File: config.mk
export PLATFORM = sky130hd
export DESIGN_NAME = gfs_supervisor
export DESIGN_NICKNAME = d
export VERILOG_FILES = /design/src/shared/gfs_pkg.sv /design/src/core/gfs_supervisor.sv
export SDC_FILE = /design/constraint.sdc
export NUM_CORES = 1
export LEC_CHECK = 0
export CAP_MARGIN = 30
export CORE_ASPECT_RATIO = 0.7
export CORE_MARGIN = 4
export CORE_UTILIZATION = 69
export CTS_BUF_LIST = sky130_fd_sc_hd__clkbuf_16
export DETAILED_ROUTE_END_ITERATION = 8
export DONT_BUFFER_PORTS = 1
export PLACE_DENSITY = 0.88
export SKIP_LAST_GASP = 1
export SYNTH_ARGS = -nofsm -noshare
export SYNTH_HDL_FRONTEND = slang
export SYNTH_SLANG_ARGS = --single-unit
File: constraint.sdc
create_clock -name clk -period 16.9 [get_ports clk]
set_clock_uncertainty 0.15 [all_clocks]
set_input_delay 3.38 -clock clk [delete_from_list [all_inputs] [get_ports clk]]
set_output_delay 3.38 -clock clk [all_outputs]
set_load 0.01 [all_outputs]
File: src/shared/gfs_pkg.sv
package gfs_pkg;
  // Widths of measured quantities
  localparam int POS_W  = 16;
  localparam int TEMP_W = 12;
  localparam int VOLT_W = 12;
  localparam int TS_W   = 32;

  // Host command codes
  localparam logic [7:0] CMD_ACK       = 8'h24;
  localparam logic [7:0] CMD_PREPOS    = 8'h21;
  localparam logic [7:0] CMD_GRASP     = 8'h25;
  localparam logic [7:0] CMD_RELEASE   = 8'h26;
  localparam logic [7:0] CMD_STOP      = 8'h22;

  // Answer codes
  localparam logic [7:0] ANS_OK        = 8'h00;
  localparam logic [7:0] ANS_DENIED    = 8'h01;
  localparam logic [7:0] ANS_RANGE     = 8'h02;
  localparam logic [7:0] ANS_REFUSED   = 8'h03;

  // Thresholds: temperature in 0.1 degC, voltage in 0.1 V
  localparam logic [11:0] TEMP_WARN    = 12'h0_28A;  // 65.0 degC
  localparam logic [11:0] TEMP_ERR     = 12'h0_2BC;  // 70.0 degC
  localparam logic [11:0] VOLT_LO_ERR  = 12'h0_0C8;  // 20.0 V
  localparam logic [11:0] VOLT_LO_WARN = 12'h0_0DC;  // 22.0 V
  localparam logic [11:0] VOLT_HI_WARN = 12'h0_104;  // 26.0 V
  localparam logic [11:0] VOLT_HI_ERR  = 12'h0_118;  // 28.0 V
  localparam logic [11:0] VOLT_RST     = 12'h0_0F0;  // 24.0 V, in band: no false warning
  localparam logic [11:0] HYST_DEF     = 12'h0_005;  // 5 units: 0.5 degC or 0.5 V

  // Millisecond tick
  localparam int CLK_HZ        = 10_000_000;
  localparam int MS_PER_S      = 1000;
  localparam int CYC_PER_MS    = CLK_HZ / MS_PER_S;
  localparam int LOG_DEPTH_DEF = 16;

  // Event causes
  localparam logic [3:0] EV_LIMIT   = 4'h1;
  localparam logic [3:0] EV_TWARN   = 4'h2;
  localparam logic [3:0] EV_TERR    = 4'h3;
  localparam logic [3:0] EV_CURR    = 4'h4;
  localparam logic [3:0] EV_SUPPLY  = 4'h5;
  localparam logic [3:0] EV_GRIPERR = 4'h6;

  typedef enum logic [2:0] {
    GS_IDLE, GS_GRASPING, GS_HOLDING, GS_PART_LOST,
    GS_NO_PART, GS_RELEASING, GS_POSITIONING, GS_ERROR
  } gfs_grip_t;

  // One host request
  typedef struct packed {
    logic             valid;
    logic [7:0]       code;
    logic [POS_W-1:0] target;
  } gfs_cmd_t;

  // One answer
  typedef struct packed {
    logic       valid;
    logic [7:0] code;
  } gfs_ans_t;

  // One log entry
  typedef struct packed {
    logic [TS_W-1:0] stamp;
    logic [3:0]      cause;
  } gfs_log_t;
endpackage : gfs_pkg

File: src/core/gfs_supervisor.sv
`timescale 1ns/1ps
// Functional notes
// Grip valid only if width in nominal+tolerance..clamping window.
// Grasp ending with no part goes to no-part-found state.
// Contact outside window is axis block; grip state becomes error.
// Pre-position moves disable part detection and grip monitoring.
// Maximum tolerance equal to full travel disables axis-block detection.
// Targets in active forbidden zone get range error, not executed.
// Crossing into active forbidden zone during motion raises fast stop.
// Already inside a zone at activation: only moves leaving it allowed.
// Any fast stop sets the fast-stop flag.
// After fast stop, motion denied until acknowledged and cause cleared.
// Fast stop removes drive power, keeps homed reference.
// Acknowledge by command 24h or by the web acknowledge input.
// Fast stops, temperature and current events go to event log.
// Log entries stamped with milliseconds since start.
// Full log overwrites oldest entry, circular.
// Temperature above 65 degC gives warning.
// At 70 degC temperature error and fast stop.
// Ack refused while temperature error persists.
// Overcurrent gives fast stop and current fault; ack refused meanwhile.
// Supply at or below 22 V warns, at or below 20 V faults.
// Supply at or above 26 V warns, at or above 28 V faults.
// Supply states use hysteresis; supply fault fast stops, ack when in range.
// Stop outside error state aborts and returns to idle at once.
// Grip error needing ack sets fast-stop flag; restart after ack.
// Hysteresis width is a configurable parameter.
module gfs_supervisor #(
  parameter int                        LOG_DEPTH = gfs_pkg::LOG_DEPTH_DEF,
  parameter logic [gfs_pkg::VOLT_W-1:0] HYST     = gfs_pkg::HYST_DEF
) (
  // Clock and reset
  input  wire logic                         clk,
  input  wire logic                         reset_n,
  // Host command and answer
  input  wire gfs_pkg::gfs_cmd_t            hostCmd,
  output gfs_pkg::gfs_ans_t                 hostAns,
  input  wire logic                         webAck,
  // Grip configuration
  input  wire logic [gfs_pkg::POS_W-1:0]    nominalWidth,
  input  wire logic [gfs_pkg::POS_W-1:0]    widthTolerance,
  input  wire logic [gfs_pkg::POS_W-1:0]    clampTravel,
  input  wire logic [gfs_pkg::POS_W-1:0]    fullTravel,
  // Software limits
  input  wire logic                         innerLimitOn,
  input  wire logic [gfs_pkg::POS_W-1:0]    innerLimit,
  input  wire logic                         outerLimitOn,
  input  wire logic [gfs_pkg::POS_W-1:0]    outerLimit,
  // Motion feedback from the drive
  input  wire logic [gfs_pkg::POS_W-1:0]    fingerPos,
  input  wire logic                         contactSeen,
  input  wire logic                         motionDone,
  input  wire logic                         forceLost,
  // Measurements
  input  wire logic [gfs_pkg::TEMP_W-1:0]   housingTemp,
  input  wire logic [gfs_pkg::VOLT_W-1:0]   supplyVolt,
  input  wire logic                         overCurrent,
  // Status outputs
  output gfs_pkg::gfs_grip_t                gripState,
  output logic                              halt_latched_flag,
  output logic                              supply_fault_flag,
  output logic                              supply_warning_flag,
  output logic                              tempWarnFlag,
  output logic                              tempErrFlag,
  output logic                              currentFaultFlag,
  output logic                              drivePowerOn,
  output logic                              monitorActive,
  // Event log read port
  input  wire logic [$clog2(LOG_DEPTH)-1:0] logReadIdx,
  output gfs_pkg::gfs_log_t                 logReadData,
  output logic [$clog2(LOG_DEPTH)-1:0]      logWritePtr,
  output logic                              logWrapped
);
  localparam int PW = $clog2(LOG_DEPTH);

  // Two-flop synchronisers for the overcurrent, contact and force-lost pins
  logic [2:0] syncA;
  logic [2:0] syncB;
  logic       overCurS;
  logic       contactS;
  logic       forceLostS;
  always_ff @(posedge clk) begin
    if (!reset_n) begin
      syncA <= '0;
      syncB <= '0;
    end else begin
      syncA <= {overCurrent, contactSeen, forceLost};
      syncB <= syncA;
    end
  end
  assign {overCurS, contactS, forceLostS} = syncB;

  logic [gfs_pkg::TEMP_W-1:0] tempS1;
  logic [gfs_pkg::TEMP_W-1:0] tempS;
  logic [gfs_pkg::VOLT_W-1:0] voltS1;
  logic [gfs_pkg::VOLT_W-1:0] voltS;
  logic [gfs_pkg::POS_W-1:0]  posS1;
  logic [gfs_pkg::POS_W-1:0]  posS;
  // Measurement words sampled twice; sensors update slowly
  always_ff @(posedge clk) begin
    if (!reset_n) begin
      tempS1 <= '0;
      tempS  <= '0;
      voltS1 <= gfs_pkg::VOLT_RST;
      voltS  <= gfs_pkg::VOLT_RST;
      posS1  <= '0;
      posS   <= '0;
    end else begin
      tempS1 <= housingTemp;
      tempS  <= tempS1;
      voltS1 <= supplyVolt;
      voltS  <= voltS1;
      posS1  <= fingerPos;
      posS   <= posS1;
    end
  end

  // Temperature monitor with hysteresis on release
  // temperature thresholds
  always_ff @(posedge clk) begin
    if (!reset_n) begin
      tempWarnFlag <= 1'b0;
      tempErrFlag  <= 1'b0;
    end else begin
      if (tempS > gfs_pkg::TEMP_WARN)
        tempWarnFlag <= 1'b1;
      else if (tempS + HYST <= gfs_pkg::TEMP_WARN)
        tempWarnFlag <= 1'b0;
      if (tempS >= gfs_pkg::TEMP_ERR)
        tempErrFlag <= 1'b1;
      else if (tempS + HYST < gfs_pkg::TEMP_ERR)
        tempErrFlag <= 1'b0;
    end
  end

  // Supply monitor; hysteresis stops chatter near a threshold
  // supply bands
  always_ff @(posedge clk) begin
    if (!reset_n) begin
      supply_warning_flag <= 1'b0;
      supply_fault_flag   <= 1'b0;
    end else begin
      if (voltS <= gfs_pkg::VOLT_LO_WARN || voltS >= gfs_pkg::VOLT_HI_WARN)
        supply_warning_flag <= 1'b1;
      else if (voltS > gfs_pkg::VOLT_LO_WARN + HYST && voltS + HYST < gfs_pkg::VOLT_HI_WARN)
        supply_warning_flag <= 1'b0;
      if (voltS <= gfs_pkg::VOLT_LO_ERR || voltS >= gfs_pkg::VOLT_HI_ERR)
        supply_fault_flag <= 1'b1;
      else if (voltS > gfs_pkg::VOLT_LO_ERR + HYST && voltS + HYST < gfs_pkg::VOLT_HI_ERR)
        supply_fault_flag <= 1'b0;
    end
  end

  // Current fault follows the synchronised overcurrent pin
  // current fault flag
  always_ff @(posedge clk) begin
    if (!reset_n)
      currentFaultFlag <= 1'b0;
    else
      currentFaultFlag <= overCurS;
  end

  // Forbidden zone checks
  logic inInner;
  logic inOuter;
  logic tgtForbidden;
  logic cmdIsMove;
  logic cmdLeavesZone;
  assign inInner = innerLimitOn && (posS < innerLimit);
  assign inOuter = outerLimitOn && (posS > outerLimit);
  assign tgtForbidden = (innerLimitOn && hostCmd.target < innerLimit)
                     || (outerLimitOn && hostCmd.target > outerLimit);
  assign cmdIsMove = hostCmd.code == gfs_pkg::CMD_PREPOS
                  || hostCmd.code == gfs_pkg::CMD_GRASP
                  || hostCmd.code == gfs_pkg::CMD_RELEASE;
  // escape moves only
  assign cmdLeavesZone = (inInner && hostCmd.target > posS)
                      || (inOuter && hostCmd.target < posS);

  // Limit crossing while moving; escape from a zone is allowed
  logic moving;
  logic escaping;
  logic limitCross;
  assign moving = gripState == gfs_pkg::GS_GRASPING
               || gripState == gfs_pkg::GS_RELEASING
               || gripState == gfs_pkg::GS_POSITIONING;
  // crossing into zone
  assign limitCross = moving && !escaping && (inInner || inOuter);

  // Grip window check
  logic [gfs_pkg::POS_W:0] winHi;
  logic [gfs_pkg::POS_W:0] winLo;
  logic [gfs_pkg::POS_W:0] winSpan;
  logic                    inWindow;
  logic                    blockCheck;
  assign winHi = {1'b0, nominalWidth} + {1'b0, widthTolerance};
  // Floor at zero; a wide tolerance must not wrap the lower edge
  assign winSpan = {1'b0, widthTolerance} + {1'b0, clampTravel};
  assign winLo = ({1'b0, nominalWidth} > winSpan) ? {1'b0, nominalWidth} - winSpan : '0;
  // valid grip window
  assign inWindow = ({1'b0, posS} <= winHi) && ({1'b0, posS} >= winLo);
  // tolerance at full range
  assign blockCheck = widthTolerance < fullTravel;
  logic axisBlock;
  assign axisBlock = gripState == gfs_pkg::GS_GRASPING && contactS && !inWindow && blockCheck;

  // New fast stop causes
  logic haltCause;
  logic causeActive;
  assign haltCause = limitCross || tempErrFlag || currentFaultFlag || supply_fault_flag
                  || axisBlock;
  // cause must be gone
  assign causeActive = tempErrFlag || currentFaultFlag || supply_fault_flag;

  logic ackReq;
  logic ackOk;
  // host 24h or web
  assign ackReq = (hostCmd.valid && hostCmd.code == gfs_pkg::CMD_ACK) || webAck;
  assign ackOk = ackReq && halt_latched_flag && !causeActive;

  // Fast-stop latch; a new cause wins over a same-cycle ack
  // fast-stop flag
  always_ff @(posedge clk) begin
    if (!reset_n)
      halt_latched_flag <= 1'b0;
    else if (haltCause)
      halt_latched_flag <= 1'b1;
    else if (ackOk)
      halt_latched_flag <= 1'b0;
  end

  // Drive power off during fast stop; position reference untouched
  // power removal
  always_ff @(posedge clk) begin
    if (!reset_n)
      drivePowerOn <= 1'b0;
    else
      drivePowerOn <= !(halt_latched_flag || haltCause);
  end

  // Command answers
  // refusal codes
  always_ff @(posedge clk) begin
    if (!reset_n)
      hostAns <= '0;
    else begin
      hostAns.valid <= hostCmd.valid;
      if (!hostCmd.valid)
        hostAns.code <= gfs_pkg::ANS_OK;
      else if (hostCmd.code == gfs_pkg::CMD_ACK)
        hostAns.code <= ackOk ? gfs_pkg::ANS_OK : gfs_pkg::ANS_REFUSED;
      else if (cmdIsMove && (halt_latched_flag || haltCause))
        hostAns.code <= gfs_pkg::ANS_DENIED;
      else if (cmdIsMove && tgtForbidden && !cmdLeavesZone)
        hostAns.code <= gfs_pkg::ANS_RANGE;
      else
        hostAns.code <= gfs_pkg::ANS_OK;
    end
  end

  logic moveAccept;
  assign moveAccept = hostCmd.valid && cmdIsMove && !halt_latched_flag && !haltCause
                   && (!tgtForbidden || cmdLeavesZone);

  // Remember a move started from inside a zone toward its exit
  always_ff @(posedge clk) begin
    if (!reset_n)
      escaping <= 1'b0;
    else if (moveAccept)
      escaping <= cmdLeavesZone;
    else if (!inInner && !inOuter)
      escaping <= 1'b0;
  end

  // Grip state machine
  // monitors off when positioning
  always_ff @(posedge clk) begin
    if (!reset_n)
      monitorActive <= 1'b0;
    else
      monitorActive <= gripState == gfs_pkg::GS_GRASPING || gripState == gfs_pkg::GS_HOLDING;
  end

  always_ff @(posedge clk) begin
    if (!reset_n)
      gripState <= gfs_pkg::GS_IDLE;
    else if (haltCause && moving)
      gripState <= gfs_pkg::GS_ERROR;
    // stop aborts to idle
    else if (hostCmd.valid && hostCmd.code == gfs_pkg::CMD_STOP
             && gripState != gfs_pkg::GS_ERROR)
      gripState <= gfs_pkg::GS_IDLE;
    else begin
      case (gripState)
        gfs_pkg::GS_ERROR: begin
          // restart after ack
          if (ackOk || (!halt_latched_flag && moveAccept))
            gripState <= gfs_pkg::GS_IDLE;
        end
        gfs_pkg::GS_GRASPING: begin
          // axis block
          if (axisBlock)
            gripState <= gfs_pkg::GS_ERROR;
          else if (contactS && inWindow)
            gripState <= gfs_pkg::GS_HOLDING;
          // no part found
          else if (motionDone)
            gripState <= gfs_pkg::GS_NO_PART;
        end
        gfs_pkg::GS_HOLDING: begin
          if (moveAccept && hostCmd.code == gfs_pkg::CMD_RELEASE)
            gripState <= gfs_pkg::GS_RELEASING;
          else if (forceLostS)
            gripState <= gfs_pkg::GS_PART_LOST;
        end
        gfs_pkg::GS_RELEASING,
        gfs_pkg::GS_POSITIONING: begin
          if (motionDone)
            gripState <= gfs_pkg::GS_IDLE;
        end
        default: begin
          if (moveAccept && hostCmd.code == gfs_pkg::CMD_GRASP)
            gripState <= gfs_pkg::GS_GRASPING;
          else if (moveAccept && hostCmd.code == gfs_pkg::CMD_PREPOS)
            gripState <= gfs_pkg::GS_POSITIONING;
          else if (moveAccept && hostCmd.code == gfs_pkg::CMD_RELEASE)
            gripState <= gfs_pkg::GS_RELEASING;
        end
      endcase
    end
  end

  // Millisecond timestamp since reset
  // ms timestamp
  logic [$clog2(gfs_pkg::CYC_PER_MS)-1:0] msDiv;
  logic [gfs_pkg::TS_W-1:0]              msCount;
  always_ff @(posedge clk) begin
    if (!reset_n) begin
      msDiv   <= '0;
      msCount <= '0;
    end else if (msDiv == $bits(msDiv)'(gfs_pkg::CYC_PER_MS - 1)) begin
      msDiv   <= '0;
      msCount <= msCount + 1'b1;
    end else
      msDiv <= msDiv + 1'b1;
  end

  // Rising edges of the logged conditions
  logic [5:0] evNow;
  logic [5:0] evPrev;
  logic [5:0] evRise;
  // logged events
  assign evNow = {axisBlock, supply_fault_flag, currentFaultFlag, tempErrFlag,
                  tempWarnFlag, limitCross};
  assign evRise = evNow & ~evPrev;
  always_ff @(posedge clk) begin
    if (!reset_n)
      evPrev <= '0;
    else
      evPrev <= evNow;
  end

  // Lowest bit wins when several rise together; others are rare
  logic [3:0] evCause;
  always_comb begin
    evCause = '0;
    for (int i = 5; i >= 0; i--) begin
      if (evRise[i])
        evCause = 4'(i + 1);
    end
  end

  // Circular log; pointer wraps onto the oldest entry
  // overwrite oldest
  gfs_pkg::gfs_log_t logMem [LOG_DEPTH];
  always_ff @(posedge clk) begin
    if (evRise != '0)
      logMem[logWritePtr] <= '{stamp: msCount, cause: evCause};
  end
  always_ff @(posedge clk) begin
    if (!reset_n) begin
      logWritePtr <= '0;
      logWrapped  <= 1'b0;
    end else if (evRise != '0) begin
      logWritePtr <= (logWritePtr == PW'(LOG_DEPTH - 1)) ? '0 : logWritePtr + 1'b1;
      if (logWritePtr == PW'(LOG_DEPTH - 1))
        logWrapped <= 1'b1;
    end
  end
  always_ff @(posedge clk) begin
    if (!reset_n)
      logReadData <= '0;
    else
      logReadData <= logMem[logReadIdx];
  end
endmodule : gfs_supervisor

==> results of run 1 <==
-- synth_stat cells (16+ instances only) --
library cell and number:
nand2b_1 29, a211oi_1 17, xnor2_1 30, nor2_1 119, inv_1 97, dfxtp_1 193, mux4_2 175, nand4_1 28
or3_1 16, edfxtp_1 560, clkbuf_1 46, a21o_1 23, buf_1 23, xor2_1 41, a21oi_1 90, nand3_1 33
nor3_1 21, and2_1 125, ha_1 182, o21ai_0 58, nand2_1 89
-- layout by cell type, fill, tap and decap left out, types with 23 or more instances in the layout --
cell type,instances
o21ai_0,58
nand2b_1,29
inv_1,115
ha_1,182
a21o_1,23
edfxtp_1,560
nand2_1,89
nand4_1,28
a21oi_1,90
and2_1,125
mux4_2,175
clkbuf_16,68
nand3_1,33
xor2_1,41
nor2_1,107
xnor2_1,30
dfxtp_1,193
-- routing by layer --
| metal | vias up | share of wire [%] |
|---|---|---|
| li1 | 8496 | - |
| met1 | 10030 | 37 |
| met2 | 1429 | 48 |
| met3 | 282 | 11 |
| met4 | 2 | 3.6 |
| met5 | - | 0.0093 |
-- path summary, 6_finish.rpt --
kind / startpoint / end / cells after the start
max: widthTolerance[1] / logMem[2][12] / 31
min: voltS1[7] / voltS[7] / 1
max reg2reg: posS[9] / logMem[2][12] / 12
min reg2reg: voltS1[7] / voltS[7] / 1
-- final cells by class --
| cell class | instances | area share (%) |
|---|---|---|
| Sequential cell | 753 | 57.09 |
| Multi-Input combinational cell | 1279 | 32.95 |
| Clock buffer | 68 | 4.698 |
| Tap cell | 612 | 2.114 |
| Clock inverter | 51 | 1.399 |
| Inverter | 98 | 1.016 |
| Timing Repair Buffer | 22 | 0.7185 |
| Antenna cell | 2 | 0.01382 |
-- critical path: cells and delay by family --
family	cells	cell delay, ps
adders and majority gates	3	970
AOI/OAI and AO/OA	18	3650
and+or+nand+nor	9	2940
buffers and inverters	1	570
-- cells by family (layout without fill, tap and decap cells) --
family | Yosys count | in the layout
AO/OA/AOI/OAI | 310 | 310
XOR/XNOR | 71 | 71
adder cells (fa/ha/maj) | 185 | 185
buffers and inverters | 176 | 239
flip-flops | 753 | 753
multiplexers | 180 | 180
other | 1 | 9
AND/OR/NAND/NOR | 526 | 526
-- power groups by stage --
stage | logic, mW | registers (mW) | clock network [mW]
floorplan | 0.368 | 2.14 | 0
global placement | 0.446 | 2.16 | 0
detailed placement | 0.471 | 2.17 | 0
CTS | 0.481 | 2.13 | 1.57
global route | 0.537 | 2.13 | 1.65
finish | 0.503 | 2.13 | 1.56
-- registers in the layout, indices dropped and copies added (netlist names), 3 cells and up --
name	count
posS	16
tempS1	12
voltS	12
gripState	3
evPrev	6
syncB	3
posS1	16
voltS1	12
hostAns	3
logWritePtr	4
tempS	12
msDiv	14
syncA	3
msCount	32
logMem	560
logReadData	35
-- per-stage QoR --
stage | instances | area [um^2] | total power, mW | worst slack, ps
6_report | 2885 | 36220 | 4.198 | 5399
3_5_place_dp | 2759 | 33960 | 2.638 | 4899
3_3_place_gp | 2754 | 33840 | 2.604 | 5265
5_1_grt | 2884 | 36220 | 4.326 | 5002
2_1_floorplan | 2208 | 33200 | 2.511 | 4795
4_1_cts | 2878 | 36170 | 4.183 | 5427
==> reports/metrics.csv, run 1 <==
metric;value;unit
finalHoldViolations;0;
numPortBuffers;0;
cp_slowest_stage_delay;800;ps
h-tree-depth;3;
grt_max_degree;141;
route.detailed.drc;0;
cts_setup_buffers;0;
max_freq;86.95;MHz
rsz0062_at_grt;no;
synth_compound_area_share;6.298;%
cts-hold-fix-buffers;0;
grt_usage;33.55;%
start_util;70.61;%
syn_avg_cell_area;15.07;um^2
multi_input_area;11940;um^2
drt_first_iter_violations;2503;
drt-pass1-iter-count;8;
routed_wl;86.26;mm
start_kind;primary input;
ff_latch_area;20680;um^2
setup_viol;0;
use_met3;6.662;%
die_h;191.5;um
p_switching;1.024;mW
ant_nets;0;
crit_type;in -> reg;
antenna_found_initial;3;
final.setup.tns;0;ps
wl_per_cell;29.90;um
io_pins;235;
synth_top_cell_area_share;50.68;%
clock_sink_count;753;
cp_data_arrival_time;11570;ps
hold_ws;260.2;ps
synth_top_flop_cell;edfxtp_1;
drt-vias-per-instance;7.015;
drive_above_1_share;14.62;%
p_leak;13.01;nW
slew_violations;0;
cts_resized;0;
synthXorXnorAreaFrac;1.874;%
async_flop_share;0;%
seqPwrFrac;50.8;%
comb_power_share;12.0;%
coreArea;46990;um^2
dieArea;51710;um^2
cts-root-buf;clkbuf_16;
crit_slowest_cell;nor3_2;
synth_edf_count;560;
fillers;2588;
path_clk_slew;60;ps
fin_util;77.09;%
post-dp-hpwl;53.21;mm
top_usage_layer;met2;
vias;20239;
period_needed;11500;ps
synth_cells;2202;
status;completed;
p_int;3.174;mW
cts_buffer_depth;3;
yosys_warnings;0;
clk_latency;610;ps
r2r_slack;11640;ps
cp_data_required_time;16970;ps
power_frac_clock;37.3;%
cts_buffers;66;
die_x;270.1;um
gr-usage-met2;55.16;%
ir_drop;0.08144;mV
p_sw_share;24.39;%
synth-simple-area-share;8.319;%
grt_pass1_vias;20319;
maxCapViolations;0;
synth_fa_ha_area_share;7.044;%
final_nets;2579;
grtUsageMet1;45.93;%
syn_area;33180;um^2
finalCritPeriodShare;68.05;%
synthTopCellsByArea;edfxtp_1, mux4_2, dfxtp_1, ha_1, and2_1;
p_per_area;115.9;nW/um^2
yosysUniqueCellTypes;84;
gp_congestion;0.9503;
synth.mux.area_fraction;12.03;%
worst_pin_slew;975.2;ps
syn_to_final_growth;9.175;%
grt_pass1_wl;128.5;mm
grt_overflow;0;
tritoncts;done;
cp_max_fo;24;
synth_seq_cells;753;
synth_top_family_by_area;multiplexers;
hold_path.class;reg -> reg;
crit_path_end_kind;register;
yosysTopAreaCell;edfxtp_1;
rows;66;
ys_seq_area_share;62.33;%
slew_headroom;34.63;%
Power figures use the tool's default switching activity.
==> inputs of run 2 (changes only) <==
- CORE_UTILIZATION: 69 -> 58
- PLACE_DENSITY: 0.88 -> 0.79
- clock period: 16.9 -> 10 ns (I/O delays scaled with it)
==> reports/metrics.csv, run 2 (synthesis results as in run 1) <==
metric;value;unit;change
status;completed;;unchanged
ant_nets;0;;unchanged
hold_path.class;reg -> reg;;unchanged
clk_latency;630;ps;was 610 ps
grt_usage;25.80;%;was 33.55%
die_h;208.1;um;was 191.5 um
period_needed;8939;ps;
maxCapViolations;0;;unchanged
cts_resized;0;;unchanged
fin_ws;1061;ps;was 5399 ps
crit_path_frequent_cell;ha_1;;
grt_pass1_vias;19500;;was 20319
finalCritPeriodShare;89.39;%;
clock_sink_count;753;;unchanged
slew_headroom;44.55;%;was 34.63%
hold_ws;257.8;ps;was 260.2 ps
fin_cells;3029;;was 2885
ir_drop;0.1211;mV;was 0.08144 mV
slew_violations;0;;unchanged
place_area;34280;um^2;was 33960 um^2
p_leak;13.03;nW;was 13.01 nW
worst_pin_slew;830.6;ps;was 975.2 ps
max_freq;111.9;MHz;
gp_congestion;0.9174;;was 0.9503
use_met3;5.442;%;was 6.662%
h-tree-depth;3;;unchanged
final_common_cell;edfxtp_1;;unchanged
cp_slowest_stage_delay;510;ps;was 800 ps
reg_top3;logMem (560), logReadData (35), msCount (32);;unchanged
r2r-end;logMem[3][17];;was logMem[2][12]
hold_start;voltS1[7];;unchanged
fin_area;36590;um^2;was 36220 um^2
drt-pass1-iter-count;6;;was 8
top_usage_layer;met2;;unchanged
finalHoldViolations;0;;unchanged
vias;19421;;was 20239
antenna_found_initial;1;;was 3
p_per_area;192.5;nW/um^2;was 115.9 nW/um^2
crit_type;in -> reg;;unchanged
numPortBuffers;0;;unchanged
grt_pass1_wl;119.7;mm;was 128.5 mm
final.setup.tns;0;ps;unchanged
cts_setup_buffers;0;;unchanged
power.total;7.045;mW;was 4.198 mW
final_nets;2580;;was 2579
cts-hold-fix-buffers;0;;unchanged
r2r_slack;5290;ps;was 11640 ps
hold_depth;1;;unchanged
post-dp-hpwl;48.68;mm;was 53.21 mm
fin_util;64.51;%;was 77.09%
largest-register;logMem;;unchanged
grtUsageMet1;37.07;%;was 45.93%
crit_slowest_cell;nor2_1;;was nor3_2
tritoncts;done;;unchanged
grt_max_degree;141;;unchanged
grt_overflow;0;;unchanged
r2r-start;posS[15];;was posS[9]
min_to;voltS[7];;unchanged
ff2ff_path_depth;12;;unchanged
cts-root-buf;clkbuf_16;;unchanged
rsz0062_at_grt;no;;unchanged
cp_data_arrival_time;9070;ps;was 11570 ps
syn_to_final_growth;10.28;%;was 9.175%
path_clk_slew;60;ps;about the same
cp_max_fo;35;;was 24
largest_reg_flops;560;;unchanged
coreArea;56720;um^2;was 46990 um^2
rows;73;;was 66
dieArea;61160;um^2;was 51710 um^2
io_pins;235;;unchanged
route.detailed.drc;0;;unchanged
cts_buffer_depth;3;;unchanged
crit_path_end_kind;register;;unchanged
gr-usage-met2;41.02;%;was 55.16%
cp_data_required_time;10140;ps;was 16970 ps
drt_first_iter_violations;1824;;was 2503
drt-vias-per-instance;6.412;;was 7.015
setup_viol;0;;unchanged
wl_per_cell;25.88;um;was 29.90 um
routed_wl;78.39;mm;was 86.26 mm
start_util;58.50;%;was 70.61%
die_x;293.9;um;was 270.1 um
start_kind;primary input;;unchanged
drive_above_1_share;14.75;%;was 14.62%
cts_buffers;69;;was 66
dp_cells;2898;;was 2759
layout_common_cells;edfxtp_1, dfxtp_1, ha_1;;unchanged
place_ws;523.7;ps;was 4899 ps
[run 2: changes by cell type in the layout (fill, tap and decap cells not counted), sizes merged]
cell and change:
clkinv +6, clkinvlp +4, bufinv -4, clkbuf +2
buf -1, diode -1
[run 2: critical path: cells and delay by family]
kind,cells,cell delay (ps)
buffers and inverters,2,550
adder cells (fa/ha/maj),3,910
AO/OA/AOI/OAI,17,3430
AND/OR/NAND/NOR,9,2100
[run 2: worst max path at each step]
stage | from | endpoint | slack, ps | cells after the start
finish | widthTolerance[1] | logMem[3][17] | 1060 | 31
global route | widthTolerance[1] | logMem[3][17] | 510 | 31
CTS | widthTolerance[1] | logMem[3][17] | 1160 | 32
detailed placement | widthTolerance[1] | logMem[3][16] | 520 | 31
global placement | widthTolerance[1] | logMem[3][16] | 650 | 32
floorplan | widthTolerance[1] | logMem[15][0] | 210 | 33
[run 2: power by group]
group | leakage [nW] | total (mW) | switching [mW] | internal [mW]
sequential | 6.80 | 3.59 | 0.0919 | 3.50
clock | 1.18 | 2.63 | 1.16 | 1.47
combinational | 5.05 | 0.826 | 0.459 | 0.368
total | 13.0 | 7.04 | 1.71 | 5.33
[run 2: layout make-up]
| cell class | instances | area, um^2 |
|---|---|---|
| inverter | 98 | 367.9 |
| antenna | 1 | 2.502 |
| clock inverter | 57 | 500.5 |
| clock buffer | 71 | 1777 |
| timing repair buffer | 20 | 362.8 |
| multi-input combinational | 1279 | 11960 |
| fill | 3775 | 20130 |
| sequential | 753 | 20680 |
| tap | 750 | 938.4 |
[run 2: per-layer routing]
layer / up-vias / wire length, um
met2: 963 / 37020
met4: 0 / 1855
met5: - / 0
met1: 9797 / 32760
met3: 134 / 6747
li1: 8527 / -
